`src/core/tbt_pkg.sv`:
```
// constants for the 10 Mb/s test and self-test control block
package tbt_pkg;
    localparam logic [4:0]  TBT_ADDR_STATCTL   = 5'h1a;
    localparam logic [4:0]  TBT_ADDR_EXT       = 5'h1b;
    localparam int          TBT_BIT_JABBER_DIS = 0;
    localparam int          TBT_BIT_HBEAT_DIS  = 1;
    localparam int          TBT_BIT_RSVD_ONE   = 2;
    localparam int          TBT_BIT_GAP        = 2;
    localparam int          TBT_BIT_PATT_ON    = 4;
    localparam int          TBT_BIT_NONSTOP    = 5;
    localparam int          TBT_TALLY_LSB      = 8;
    localparam logic [15:0] TBT_STATCTL_RESET  = 16'h0004;
    localparam logic [15:0] TBT_STATCTL_WMASK  = 16'hffef;
    localparam logic [15:0] TBT_EXT_RESET      = 16'h0000;
    localparam logic [15:0] TBT_EXT_WMASK      = 16'h00ff;
    localparam int          TBT_CLK_MHZ        = 100;
    localparam int          TBT_GAP_SHORT_US   = 10;
    localparam int          TBT_GAP_LONG_US    = 15;
    localparam int          TBT_GAP_SHORT_CYC  = TBT_GAP_SHORT_US * TBT_CLK_MHZ;
    localparam int          TBT_GAP_LONG_CYC   = TBT_GAP_LONG_US * TBT_CLK_MHZ;
    typedef enum logic [3:0] {
        TBT_PAT_EOP_FIRST  = 4'b0001,
        TBT_PAT_EOP_SECOND = 4'b0010,
        TBT_PAT_LINK_PULSE = 4'b0100,
        TBT_PAT_TONE       = 4'b1000
    } tbt_pattern_type;
endpackage

```
`src/core/tbt_err_tally.sv`:
```
// saturating selftest error counter
`timescale 1ns/100ps
`default_nettype none
module tbt_err_tally
    import tbt_pkg::*;
#(
    parameter int WIDTH = 8
) (
    input  wire logic             mclk_in,
    input  wire logic             arst_n_in,
    input  wire logic             clk_en_in,
    input  wire logic             restart_in,
    input  wire logic             bad_nibble_in,
    output logic      [WIDTH-1:0] tally_out
);
    logic [WIDTH-1:0] tally_q;
    logic [WIDTH-1:0] tally_d;
    // clear on restart, otherwise count and stick at maximum
    always_comb begin
        tally_d = tally_q;
        if (restart_in) begin
            tally_d = '0;
        end else if (bad_nibble_in && (tally_q != {WIDTH{1'b1}})) begin
            tally_d = tally_q + 1'b1;
        end
    end
    // register the tally
    always_ff @(posedge mclk_in or negedge arst_n_in) begin
        if (!arst_n_in) begin
            tally_q <= '0;
        end else if (clk_en_in) begin
            tally_q <= tally_d;
        end
    end
    assign tally_out = tally_q;
    chk_tally_sticks: assert property (@(posedge mclk_in) disable iff (!arst_n_in)
        (clk_en_in && !restart_in && tally_q == {WIDTH{1'b1}}) |=> tally_q == {WIDTH{1'b1}})
        else $error("tally left its maximum");
    chk_tally_clears: assert property (@(posedge mclk_in) disable iff (!arst_n_in)
        (clk_en_in && restart_in) |=> tally_q == '0)
        else $error("tally not cleared on restart");
    chk_tally_counts: assert property (@(posedge mclk_in) disable iff (!arst_n_in)
        (clk_en_in && !restart_in && bad_nibble_in && tally_q != {WIDTH{1'b1}})
        |=> tally_q == $past(tally_q) + 1'b1)
        else $error("tally missed an errored nibble");
    cov_tally_full: cover property (@(posedge mclk_in) tally_q == {WIDTH{1'b1}});
endmodule
`default_nettype wire

```
`src/core/tbt_gap_timer.sv`:
```
// idle gap timer between test sequences
`timescale 1ns/100ps
`default_nettype none
module tbt_gap_timer
    import tbt_pkg::*;
#(
    parameter int SHORT_CYC = TBT_GAP_SHORT_CYC,
    parameter int LONG_CYC  = TBT_GAP_LONG_CYC
) (
    input  wire logic mclk_in,
    input  wire logic arst_n_in,
    input  wire logic clk_en_in,
    input  wire logic start_in,
    input  wire logic long_in,
    output logic      busy_out
);
    logic [15:0] left_q;
    logic [15:0] left_d;
    // load on start, then count down to zero
    always_comb begin
        left_d = left_q;
        if (start_in) begin
            left_d = long_in ? 16'(LONG_CYC) : 16'(SHORT_CYC);
        end else if (left_q != 16'h0000) begin
            left_d = left_q - 16'h0001;
        end
    end
    // register the count
    always_ff @(posedge mclk_in or negedge arst_n_in) begin
        if (!arst_n_in) begin
            left_q <= 16'h0000;
        end else if (clk_en_in) begin
            left_q <= left_d;
        end
    end
    assign busy_out = (left_q != 16'h0000);
    chk_gap_load: assert property (@(posedge mclk_in) disable iff (!arst_n_in)
        (clk_en_in && start_in) |=> left_q == (long_in ? 16'(LONG_CYC) : 16'(SHORT_CYC)))
        else $error("gap length wrong");
endmodule
`default_nettype wire

```
`src/core/tbt_ctrl.sv`:
```
// 10 Mb/s test, heartbeat, jabber and selftest extension register block
`timescale 1ns/100ps
`default_nettype none
module tbt_ctrl
    import tbt_pkg::*;
(
    input  wire logic        mclk_in,
    input  wire logic        arst_n_in,
    input  wire logic        clk_en_in,
    input  wire logic [4:0]  reg_addr_in,
    input  wire logic [15:0] reg_wdata_in,
    input  wire logic        reg_wr_in,
    input  wire logic        reg_rd_in,
    output logic      [15:0] reg_rdata_out,
    input  wire logic        speed_100_in,
    input  wire logic        full_duplex_in,
    input  wire logic        selftest_start_in,
    input  wire logic        bad_nibble_in,
    input  wire logic        tx_seq_done_in,
    output logic             heartbeat_en_out,
    output logic             jabber_en_out,
    output logic             selftest_nonstop_tx_out,
    output logic             ten_meg_pattern_on_out,
    output logic             gap_idle_out,
    output logic      [3:0]  pattern_sel_out
);
    logic [15:0]     statctl_q;
    logic [15:0]     statctl_d;
    logic [15:0]     ext_q;
    logic [15:0]     ext_d;
    logic [15:0]     rdata_q;
    logic [15:0]     rdata_d;
    logic [7:0]      tally;
    logic            gap_busy;
    logic [3:0]      pat_d;
    logic [3:0]      pat_q;
    logic            hb_q;
    logic            hb_d;
    logic            jab_q;
    logic            jab_d;

    // software writes to the two control registers
    always_comb begin
        statctl_d = statctl_q;
        ext_d     = ext_q;
        if (reg_wr_in && reg_addr_in == TBT_ADDR_STATCTL) begin
            statctl_d = reg_wdata_in & TBT_STATCTL_WMASK;
        end else if (reg_wr_in && reg_addr_in == TBT_ADDR_EXT) begin
            ext_d = reg_wdata_in & TBT_EXT_WMASK;
        end
    end

    // read mux, unmapped addresses read zero
    always_comb begin
        rdata_d = 16'h0000;
        if (reg_rd_in && reg_addr_in == TBT_ADDR_STATCTL) begin
            rdata_d = statctl_q;
        end else if (reg_rd_in && reg_addr_in == TBT_ADDR_EXT) begin
            rdata_d = {tally, ext_q[7:0]};
        end
    end

    // heartbeat and jabber enables from mode and control bits
    always_comb begin
        hb_d  = !speed_100_in && !full_duplex_in && !statctl_q[TBT_BIT_HBEAT_DIS];
        jab_d = !speed_100_in && !statctl_q[TBT_BIT_JABBER_DIS];
    end

    // decode the pattern choice, nothing selected while the pattern is off
    always_comb begin
        pat_d = 4'h0;
        if (ext_q[TBT_BIT_PATT_ON]) begin
            case (ext_q[1:0])
                2'b00: begin
                    pat_d = TBT_PAT_EOP_FIRST;
                end
                2'b01: begin
                    pat_d = TBT_PAT_EOP_SECOND;
                end
                2'b10: begin
                    pat_d = TBT_PAT_LINK_PULSE;
                end
                default: begin
                    pat_d = TBT_PAT_TONE;
                end
            endcase
        end
    end

    // register the two control registers
    always_ff @(posedge mclk_in or negedge arst_n_in) begin
        if (!arst_n_in) begin
            statctl_q <= TBT_STATCTL_RESET;
            ext_q     <= TBT_EXT_RESET;
        end else if (clk_en_in) begin
            statctl_q <= statctl_d;
            ext_q     <= ext_d;
        end
    end

    // register the read data, one cycle after the strobe
    always_ff @(posedge mclk_in or negedge arst_n_in) begin
        if (!arst_n_in) begin
            rdata_q <= 16'h0000;
        end else if (clk_en_in) begin
            rdata_q <= rdata_d;
        end
    end

    // register the heartbeat and jabber enables
    always_ff @(posedge mclk_in or negedge arst_n_in) begin
        if (!arst_n_in) begin
            hb_q  <= 1'b0;
            jab_q <= 1'b0;
        end else if (clk_en_in) begin
            hb_q  <= hb_d;
            jab_q <= jab_d;
        end
    end

    // register the pattern select
    always_ff @(posedge mclk_in or negedge arst_n_in) begin
        if (!arst_n_in) begin
            pat_q <= 4'h0;
        end else if (clk_en_in) begin
            pat_q <= pat_d;
        end
    end

    tbt_err_tally #(
        .WIDTH(8)
    ) u_tally (
        .mclk_in      (mclk_in),
        .arst_n_in    (arst_n_in),
        .clk_en_in    (clk_en_in),
        .restart_in   (selftest_start_in),
        .bad_nibble_in(bad_nibble_in),
        .tally_out    (tally)
    );

    tbt_gap_timer u_gap (
        .mclk_in  (mclk_in),
        .arst_n_in(arst_n_in),
        .clk_en_in(clk_en_in),
        .start_in (tx_seq_done_in && ext_q[TBT_BIT_PATT_ON] && !ext_q[TBT_BIT_NONSTOP]),
        .long_in  (ext_q[TBT_BIT_GAP]),
        .busy_out (gap_busy)
    );

    // outputs
    assign reg_rdata_out           = rdata_q;
    assign heartbeat_en_out        = hb_q;
    assign jabber_en_out           = jab_q;
    assign selftest_nonstop_tx_out = ext_q[TBT_BIT_NONSTOP];
    assign ten_meg_pattern_on_out  = ext_q[TBT_BIT_PATT_ON];
    assign gap_idle_out            = gap_busy;
    assign pattern_sel_out         = pat_q;

    chk_hbeat_fast_off: assert property (@(posedge mclk_in) disable iff (!arst_n_in)
        (clk_en_in && (speed_100_in || full_duplex_in)) |=> !heartbeat_en_out)
        else $error("heartbeat on at 100M or full duplex");
    chk_hbeat_dis_bit: assert property (@(posedge mclk_in) disable iff (!arst_n_in)
        (clk_en_in && !speed_100_in && !full_duplex_in)
        |=> heartbeat_en_out == !$past(statctl_q[TBT_BIT_HBEAT_DIS]))
        else $error("heartbeat does not follow its disable bit");
    chk_jabber_dis: assert property (@(posedge mclk_in) disable iff (!arst_n_in)
        (clk_en_in && statctl_q[TBT_BIT_JABBER_DIS]) |=> !jabber_en_out)
        else $error("jabber on while disabled");
    chk_ext_readback: assert property (@(posedge mclk_in) disable iff (!arst_n_in)
        (clk_en_in && reg_rd_in && reg_addr_in == TBT_ADDR_EXT)
        |=> reg_rdata_out[15:8] == $past(tally))
        else $error("tally not in read bits 15:8");
    chk_nonstop_bit: assert property (@(posedge mclk_in) disable iff (!arst_n_in)
        (clk_en_in && reg_wr_in && reg_addr_in == TBT_ADDR_EXT)
        |=> selftest_nonstop_tx_out == $past(reg_wdata_in[TBT_BIT_NONSTOP]))
        else $error("continuous mode bit not applied");
    chk_pattern_off: assert property (@(posedge mclk_in) disable iff (!arst_n_in)
        (clk_en_in && !ext_q[TBT_BIT_PATT_ON]) |=> pattern_sel_out == 4'h0)
        else $error("pattern selected while disabled");
    chk_pattern_tone: assert property (@(posedge mclk_in) disable iff (!arst_n_in)
        (clk_en_in && ext_q[TBT_BIT_PATT_ON] && ext_q[1:0] == 2'b11)
        |=> pattern_sel_out == TBT_PAT_TONE)
        else $error("tone pattern not selected");
    chk_gap_after_seq: assert property (@(posedge mclk_in) disable iff (!arst_n_in)
        (clk_en_in && tx_seq_done_in && ext_q[TBT_BIT_PATT_ON] && !ext_q[TBT_BIT_NONSTOP])
        |=> gap_idle_out)
        else $error("no gap after test sequence");
    // jabber stays on at 10M while its disable bit is clear
    chk_jabber_on: assert property (@(posedge mclk_in) disable iff (!arst_n_in)
        (clk_en_in && !speed_100_in && !statctl_q[TBT_BIT_JABBER_DIS]) |=> jabber_en_out)
        else $error("jabber off while enabled");
    // the three other pattern choices
    chk_pattern_first: assert property (@(posedge mclk_in) disable iff (!arst_n_in)
        (clk_en_in && ext_q[TBT_BIT_PATT_ON] && ext_q[1:0] == 2'b00)
        |=> pattern_sel_out == TBT_PAT_EOP_FIRST)
        else $error("first eop pattern not selected");
    chk_pattern_second: assert property (@(posedge mclk_in) disable iff (!arst_n_in)
        (clk_en_in && ext_q[TBT_BIT_PATT_ON] && ext_q[1:0] == 2'b01)
        |=> pattern_sel_out == TBT_PAT_EOP_SECOND)
        else $error("second eop pattern not selected");
    chk_pattern_pulse: assert property (@(posedge mclk_in) disable iff (!arst_n_in)
        (clk_en_in && ext_q[TBT_BIT_PATT_ON] && ext_q[1:0] == 2'b10)
        |=> pattern_sel_out == TBT_PAT_LINK_PULSE)
        else $error("link pulse pattern not selected");
    // pattern enable bit follows a write
    chk_patt_on_bit: assert property (@(posedge mclk_in) disable iff (!arst_n_in)
        (clk_en_in && reg_wr_in && reg_addr_in == TBT_ADDR_EXT)
        |=> ten_meg_pattern_on_out == $past(reg_wdata_in[TBT_BIT_PATT_ON]))
        else $error("pattern enable bit not applied");
    // read data stands only in the cycle after a read
    chk_rdata_idle: assert property (@(posedge mclk_in) disable iff (!arst_n_in)
        (clk_en_in && !reg_rd_in) |=> reg_rdata_out == 16'h0000)
        else $error("read data outside read cycle");
    cov_tone: cover property (@(posedge mclk_in) pattern_sel_out == TBT_PAT_TONE);
    cov_nonstop: cover property (@(posedge mclk_in) selftest_nonstop_tx_out && !jabber_en_out);
    cov_long_gap: cover property (@(posedge mclk_in) gap_idle_out && ext_q[TBT_BIT_GAP]);
endmodule
`default_nettype wire

```
`config.mk`:
```
export PLATFORM = sky130hd
export DESIGN_NAME = tbt_ctrl
export DESIGN_NICKNAME = d
export VERILOG_FILES = /design/src/core/tbt_pkg.sv /design/src/core/tbt_err_tally.sv /design/src/core/tbt_gap_timer.sv /design/src/core/tbt_ctrl.sv
export SDC_FILE = /design/constraint.sdc
export NUM_CORES = 1
export LEC_CHECK = 0
export ABC_AREA = 1
export BUFFER_PORTS_ARGS = -buffer_cell sky130_fd_sc_hd__clkbuf_2
export CAP_MARGIN = 40
export CORE_UTILIZATION = 59
export CTS_BUF_LIST = sky130_fd_sc_hd__clkbuf_4 sky130_fd_sc_hd__clkbuf_8
export DETAILED_ROUTE_END_ITERATION = 16
export HOLD_SLACK_MARGIN = 0.03
export PLACE_DENSITY = 0.87
export SLEW_MARGIN = 10
export SYNTH_ARGS = -nofsm -noshare
export SYNTH_HDL_FRONTEND = slang
export SYNTH_HIERARCHICAL = 1
export SYNTH_SLANG_ARGS = --single-unit
```
`constraint.sdc`:
```
create_clock -name mclk_in -period 1.9 [get_ports mclk_in]
set_clock_uncertainty 0.15 [all_clocks]
set_input_delay 0.38 -clock mclk_in [delete_from_list [all_inputs] [get_ports mclk_in]]
set_output_delay 0.38 -clock mclk_in [all_outputs]
set_load 0.03 [all_outputs]
```
==> impl_metrics.json, run 1 <==
{
  "die_w_um": 81.3,
  "n_antenna_cell": 0,
  "synth-async-reset-ratio_pct": 100,
  "violations": "negative setup slack",
  "ys_ff_latch": 69,
  "cts_buffers": 9,
  "synth_edf_count": 0,
  "fin_crit_ps": 2090,
  "syn_inst": 488,
  "tightest_slew_ps": 437,
  "yosysTopAreaCellShare_pct": 45.9,
  "critPathArrivalTime_ps": 1560,
  "syn_nets": 521,
  "worstPathMaxFanout": 6,
  "cts.sink_count": 69,
  "drc": 0,
  "layout.cells.non_filler": 635,
  "setup_viol": 2,
  "ys_warn_count": 6,
  "die_h_um": 81.3,
  "finalCritPeriodShare_pct": 110,
  "grt-busiest-layer": "met2",
  "grt_antenna_before_repair": 0,
  "dp_hpwl_mm": 5.87,
  "grt-ovfl-total": 0,
  "fill_cells": 443,
  "startpoint_type": "register",
  "clkTransAtPathRegs_ps": 80,
  "final_nets": 588,
  "syn_area_um2": 3710,
  "cts_tree": "yes",
  "p_seq_share_pct": 40.3,
  "ys.flop_type": "dfrtp_1",
  "use_met1_pct": 36.7,
  "pre_cts_slack_ps": 72.7,
  "sw_frac_of_total_pct": 37.9,
  "switching_power_mw": 1.87,
  "grt_max_degree": 49,
  "hold_start": "speed_100_in",
  "synth_cell_types": 34,
  "required_ps": 1370,
  "clock_path_buffers": 2,
  "dieArea_um2": 6610,
  "yosysSeqAreaShare_pct": 46.6,
  "post_drt_wl_per_cell_um": 15.1,
  "via_count": 3617,
  "ff2ff_setup_slack_ps": -40,
  "finalHoldViolations": 0,
  "synth_area_leaders": "dfrtp_1 46%, nand2_1 18%, nand3_1 5.5%, inv_1 4.1%, nor2_1 4.1%",
  "post-synth-top-count-cell": "nand2_1",
  "grt_use_met2_pct": 49.3,
  "fin_util_pct": 73.5,
  "power.leakage_nw": 2.43,
  "drv_cap": 0,
  "powerDensity_nw_per_um2": 1120,
  "drive_above_1_share_pct": 23.8,
  "htreeDepth": 3,
  "grt_pass1_wl_mm": 14.9,
  "dp.cells": 612,
  "rsz0062_at_grt": "true",
  "reg2reg_from": "u_gap/left_q[0]$_DFFE_PN0P_",
  "ioPinCount": 56,
  "place.port_buffers": 55,
  "p_comb_share_pct": 31.4,
  "endpoint_kind": "output pin",
  "finalWeightedCongestion": 0.903,
  "clk_latency_ps": 360,
  "relSlewSlack_pct": 70.8,
  "ant_nets": 0,
  "max_freq_ghz": 0.479,
  "rows": 28,
  "hold_class": "in -> reg",
  "met3_usage_pct": 7.53,
  "finalMaxSlewViolations": 0,
  "r2r-end": "u_gap/left_q[12]$_DFFE_PN0P_",
  "worstSetupStartpoint": "u_gap/left_q[0]$_DFFE_PN0P_",
  "grt_pass1_vias": 3402,
  "internal_power_mw": 3.07,
  "gr-usage-all-layers_pct": 30.2,
  "drt-vias-per-instance": 5.70,
  "outcome": "complete, but fails checks",
  "crit_type": "reg -> out",
  "dr.pass1.iters": 7,
  "routed_wl_mm": 9.57,
  "ir_worst_vdd_mv": 0.568,
  "drt_iter0_markers": 372,
  "rr_worst_depth": 9,
  "yosys.area.top_type": "dfrtp_1",
  "syn_avg_cell_area_um2": 7.60,
  "setup_slack_ps": -189,
  "synth_common_cells": "181 x nand2_1, 68 x dfrtp_1, 41 x inv_1, 41 x nand3_1, 41 x nor2_1",
  "crit_end": "gap_idle_out",
  "p_clk_share_pct": 28.3,
  "initial_core_util_pct": 61.9,
  "cts_root_buf": "clkbuf_8",
  "layout-area-overhead-vs-synth_pct": 18.6,
  "fp.coreArea_um2": 5990
}
[through the flow]
step           total power [mW]  area, um^2  TNS [ps]  hold slack (ps)
6_report                   4.95        4400      -225             70.1
4_1_cts                    4.67        4350      -124             68.8
5_1_grt                    5.19        4400      -811             65.8
2_1_floorplan              2.84        3710         0            -65.6
3_3_place_gp               3.11        4050         0             80.3
3_5_place_dp               3.17        4050         0             81.7
[cells by family after synthesis]
kind of cell,share of synthesized area (%)
simple gates,35.4
flops,46.6
buf+inv,8.26
xor+xnor,0.708
fa+ha+maj,0.674
compound gates,8.36
[registers in the layout, indices dropped and copies added (netlist names)]
signal / count
jabber_en_out: 1
u_tally/tally_out: 8
reg_rdata_out: 16
heartbeat_en_out: 1
statctl_q: 15
ext_q: 8
pattern_sel_out: 4
u_gap/left_q: 16
[placed cells by master (no fill, tap or decap), types with 2 or more instances in the layout]
master     netlist  layout
nand2_1        181     179
dfrtp_1         68      66
clkbuf_2         0      53
nand3_1         41      41
inv_1           41      39
nor2_1          41      38
o21ai_1         20      20
buf_4            2      16
nand4_1         15      15
clkbuf_8         0      12
o21ai_0         11      11
o21ai_2         10      10
inv_2            5       7
nand2_2          5       6
o31ai_1          5       5
nand2_4          4       5
nor2_4           2       4
nor2_2           2       3
xor2_1           3       3
a21oi_1          3       3
nand3_2          2       2
bufinv_16        0       2
clkinv_4         0       2
dfrtp_2          0       2
[area by class of cell]
cell class	instances	area [um^2]	share of cell area, %
Clock buffer	11	151	3.44
Clock inverter	5	82.6	1.88
Inverter	46	173	3.92
Multi-Input combinational cell	355	1720	39.1
Sequential cell	69	1730	39.3
Tap cell	75	93.8	2.13
Timing Repair Buffer	74	449	10.2
[worst max-delay path, stage by stage, from the launching register on]
cell	delay, ps
dfrtp_1	410
inv_1	120
ha_2	240
nand2_4	90
inv_2	80
nand3_1	80
clkbuf_8	180
[power by group through the flow]
stage	Clock, mW	Sequential (mW)	Combinational [mW]
3_3_place_gp	0	1.97	1.14
5_1_grt	1.46	2.02	1.71
4_1_cts	1.39	1.95	1.33
6_report	1.40	2.00	1.55
2_1_floorplan	0	1.95	0.898
3_5_place_dp	0	1.98	1.19
[repair_timing]
action	4_1_cts	5_1_grt
gates resized for setup	10	9
hold buffers	1	0
buffers inserted	4	2
pin swaps	1	2
setup endpoints to repair	1	9
hold endpoints to repair	68	0
[routing by layer]
| metal | part of all wire, % | vias to the layer above | wire (um) |
|---|---|---|---|
| li1 | - | 1695 | - |
| met1 | 40 | 1685 | 3790 |
| met2 | 49 | 192 | 4710 |
| met3 | 8.0 | 45 | 763 |
| met4 | 3.3 | 0 | 316 |
| met5 | 0 | - | 0 |
[worst min path at each step]
stage                                      to  depth (start not counted)
5_1_grt             jabber_en_out$_DFFE_PN0P_                          2
3_5_place_dp   pattern_sel_out[0]$_DFFE_PN0P_                          1
2_1_floorplan            ext_q[0]$_DFFE_PN0P_                          0
6_report            jabber_en_out$_DFFE_PN0P_                          2
3_3_place_gp     reg_rdata_out[0]$_DFFE_PN0P_                          1
4_1_cts             jabber_en_out$_DFFE_PN0P_                          2
Note: power is estimated with default switching activity, not from simulation.
==> run 2: changes to the inputs <==
--- a/config.mk
+++ b/config.mk
@@ -8,11 +8,10 @@
 export ABC_AREA = 1
 export BUFFER_PORTS_ARGS = -buffer_cell sky130_fd_sc_hd__clkbuf_2
 export CAP_MARGIN = 40
-export CORE_UTILIZATION = 59
-export CTS_BUF_LIST = sky130_fd_sc_hd__clkbuf_4 sky130_fd_sc_hd__clkbuf_8
+export CORE_UTILIZATION = 57
 export DETAILED_ROUTE_END_ITERATION = 16
 export HOLD_SLACK_MARGIN = 0.03
-export PLACE_DENSITY = 0.87
+export PLACE_DENSITY = 0.85
 export SLEW_MARGIN = 10
 export SYNTH_ARGS = -nofsm -noshare
 export SYNTH_HDL_FRONTEND = slang
==> run 2 against run 1 <==
Compared with the run above:
- the flow still finishes with violations (negative setup slack)
- final cell count up 1.1%
- cell area up 0.63%
- wire length down 7.8%
- sequential share of layout area down 0.30 points
- utilization down 3.3 points
- first-iteration DRC count down 15%
- sequential power down 3%
- die area up 3.4%
- critical path depth unchanged
- largest power group unchanged
==> impl_metrics.json, run 2 (synthesized netlist as in run 1, its figures left out) <==
{
  "dr_wl_met2_mm": 4.37,
  "htreeDepth": 3,
  "endpoint_kind": "output pin",
  "rows": 29,
  "dpl_cell_area_um2": 4070,
  "clkTransAtPathRegs_ps": 80,
  "grt_pass1_vias": 3232,
  "startpoint_type": "register",
  "wl_met3_um": 429,
  "finish.instance_area_um2": 4430,
  "cts.sink_count": 69,
  "n_antenna_cell": 0,
  "cts_root_buf": "clkbuf_8",
  "drc": 0,
  "dp_hpwl_mm": 5.91,
  "finalCritPeriodShare_pct": 106,
  "max_stage_delay_ps": 400,
  "cts_buffers": 9,
  "cp_top_family": "flip-flops",
  "fill_cells": 516,
  "top_layer": "met4",
  "dieArea_um2": 6840,
  "worstPathMaxFanout": 6,
  "hold_class": "in -> reg",
  "final_cell_mix": "180 x nand2_1, 68 x dfrtp_1, 53 x clkbuf_2",
  "setup_viol": 1,
  "grt-ovfl-total": 0,
  "grt_pass1_wl_mm": 14.2,
  "die_w_um": 82.7,
  "slowest_stage": "dfrtp_1",
  "power.total_mw": 4.82,
  "finalMaxSlewViolations": 0,
  "rsz0062_at_grt": "true",
  "initial_core_util_pct": 58.8,
  "setup_slack_ps": -113,
  "gr-usage-all-layers_pct": 28.3,
  "finalHoldViolations": 0,
  "layout_commonest_cell": "nand2_1",
  "crit_type": "reg -> out",
  "via_count": 3501,
  "drv_cap": 0,
  "cts_tree": "yes",
  "final_nets": 593,
  "fin_crit_ps": 2010,
  "fp.coreArea_um2": 6310,
  "max_freq_ghz": 0.497,
  "required_ps": 1370,
  "die_h_um": 82.7,
  "post_drt_wl_per_cell_um": 13.7,
  "ioPinCount": 56,
  "clock_path_buffers": 2,
  "ant_nets": 0,
  "relSlewSlack_pct": 75.4,
  "drive_above_1_share_pct": 24.1,
  "grt_antenna_before_repair": 0,
  "drt_iter0_markers": 318,
  "violations": "negative setup slack",
  "dr.pass1.iters": 5,
  "grt_max_degree": 70,
  "worstPathCellList": "inv_1 > ha_4 > nand2_4 > inv_2 > nand3_1 > clkbuf_8",
  "critical_path_buf_inv_count": 3,
  "finalWeightedCongestion": 0.914,
  "powerDensity_nw_per_um2": 1090,
  "power.leakage_nw": 2.44,
  "outcome": "complete, but fails checks",
  "routed_wl_mm": 8.83,
  "place.port_buffers": 55,
  "tightest_slew_ps": 370,
  "layout-area-overhead-vs-synth_pct": 19.4,
  "ir_worst_vdd_mv": 0.662,
  "critPathArrivalTime_ps": 1480,
  "drt-vias-per-instance": 5.45,
  "drt-met1-wl_mm": 3.80,
  "clk_latency_ps": 360
}
==> run 2: path summary, 6_finish.rpt <==
path	start	end	slack (ps)	cells past startpoint
setup reg to reg	u_gap/left_q[4]$_DFFE_PN0P_	u_gap/left_q[7]$_DFFE_PN0P_	170	8
hold / removal	speed_100_in	jabber_en_out$_DFFE_PN0P_	70	2
setup / recovery	u_gap/left_q[0]$_DFFE_PN0P_	gap_idle_out	-110	6
max in group asynchronous	arst_n_in	statctl_q[2]$_DFFE_PN1P_	850	3
min in group asynchronous	arst_n_in	pattern_sel_out[3]$_DFFE_PN0P_	410	3
hold reg to reg	heartbeat_en_out$_DFFE_PN0P_	heartbeat_en_out$_DFFE_PN0P_	330	1
==> run 2: final cells by class <==
type / instances / area (um^2) / area share, %
Clock buffer: 11 / 141 / 3.19
Timing Repair Buffer: 79 / 492 / 11.1
Multi-Input combinational cell: 355 / 1720 / 38.7
Sequential cell: 69 / 1730 / 39.0
Inverter: 46 / 173 / 3.90
Clock inverter: 5 / 83.8 / 1.89
Tap cell: 77 / 96.3 / 2.18
==> run 2: repair_timing <==
action	4_1_cts	5_1_grt
buffers inserted	7	3
hold buffers	1	0
gates resized for setup	9	5
gates cloned	0	0
setup endpoints to repair	1	1
pin swaps	2	3
hold endpoints to repair	68	0
==> run 2: per-stage QoR <==
| step | util (%) | setup slack (ps) | TNS [ps] | hold slack (ps) | instances |
|---|---|---|---|---|---|
| after floorplan | - | 144 | 0 | -65.6 | 488 |
| after global placement | 64.5 | 164 | 0 | 279 | 615 |
| after detailed placement | 64.5 | 126 | 0 | 280 | 615 |
| after CTS | 69.5 | -108 | -108 | 63.1 | 639 |
| after global routing | 70.2 | -182 | -189 | 58.8 | 642 |
| final | 70.2 | -113 | -113 | 73.4 | 642 |
==> run 2: per-layer routing <==
layer / track usage (%) / vias to the layer above
li1: - / 1710
met1: 36.3 / 1638
met2: 45.2 / 121
met3: 5.71 / 32
met4: 14.7 / 0
met5: 0 / -
==> run 2: power breakdown <==
part / total (mW) / switching (mW) / internal [mW]
Combinational: 1.51 / 0.904 / 0.606
Sequential: 1.94 / 0.241 / 1.70
Clock: 1.37 / 0.589 / 0.777
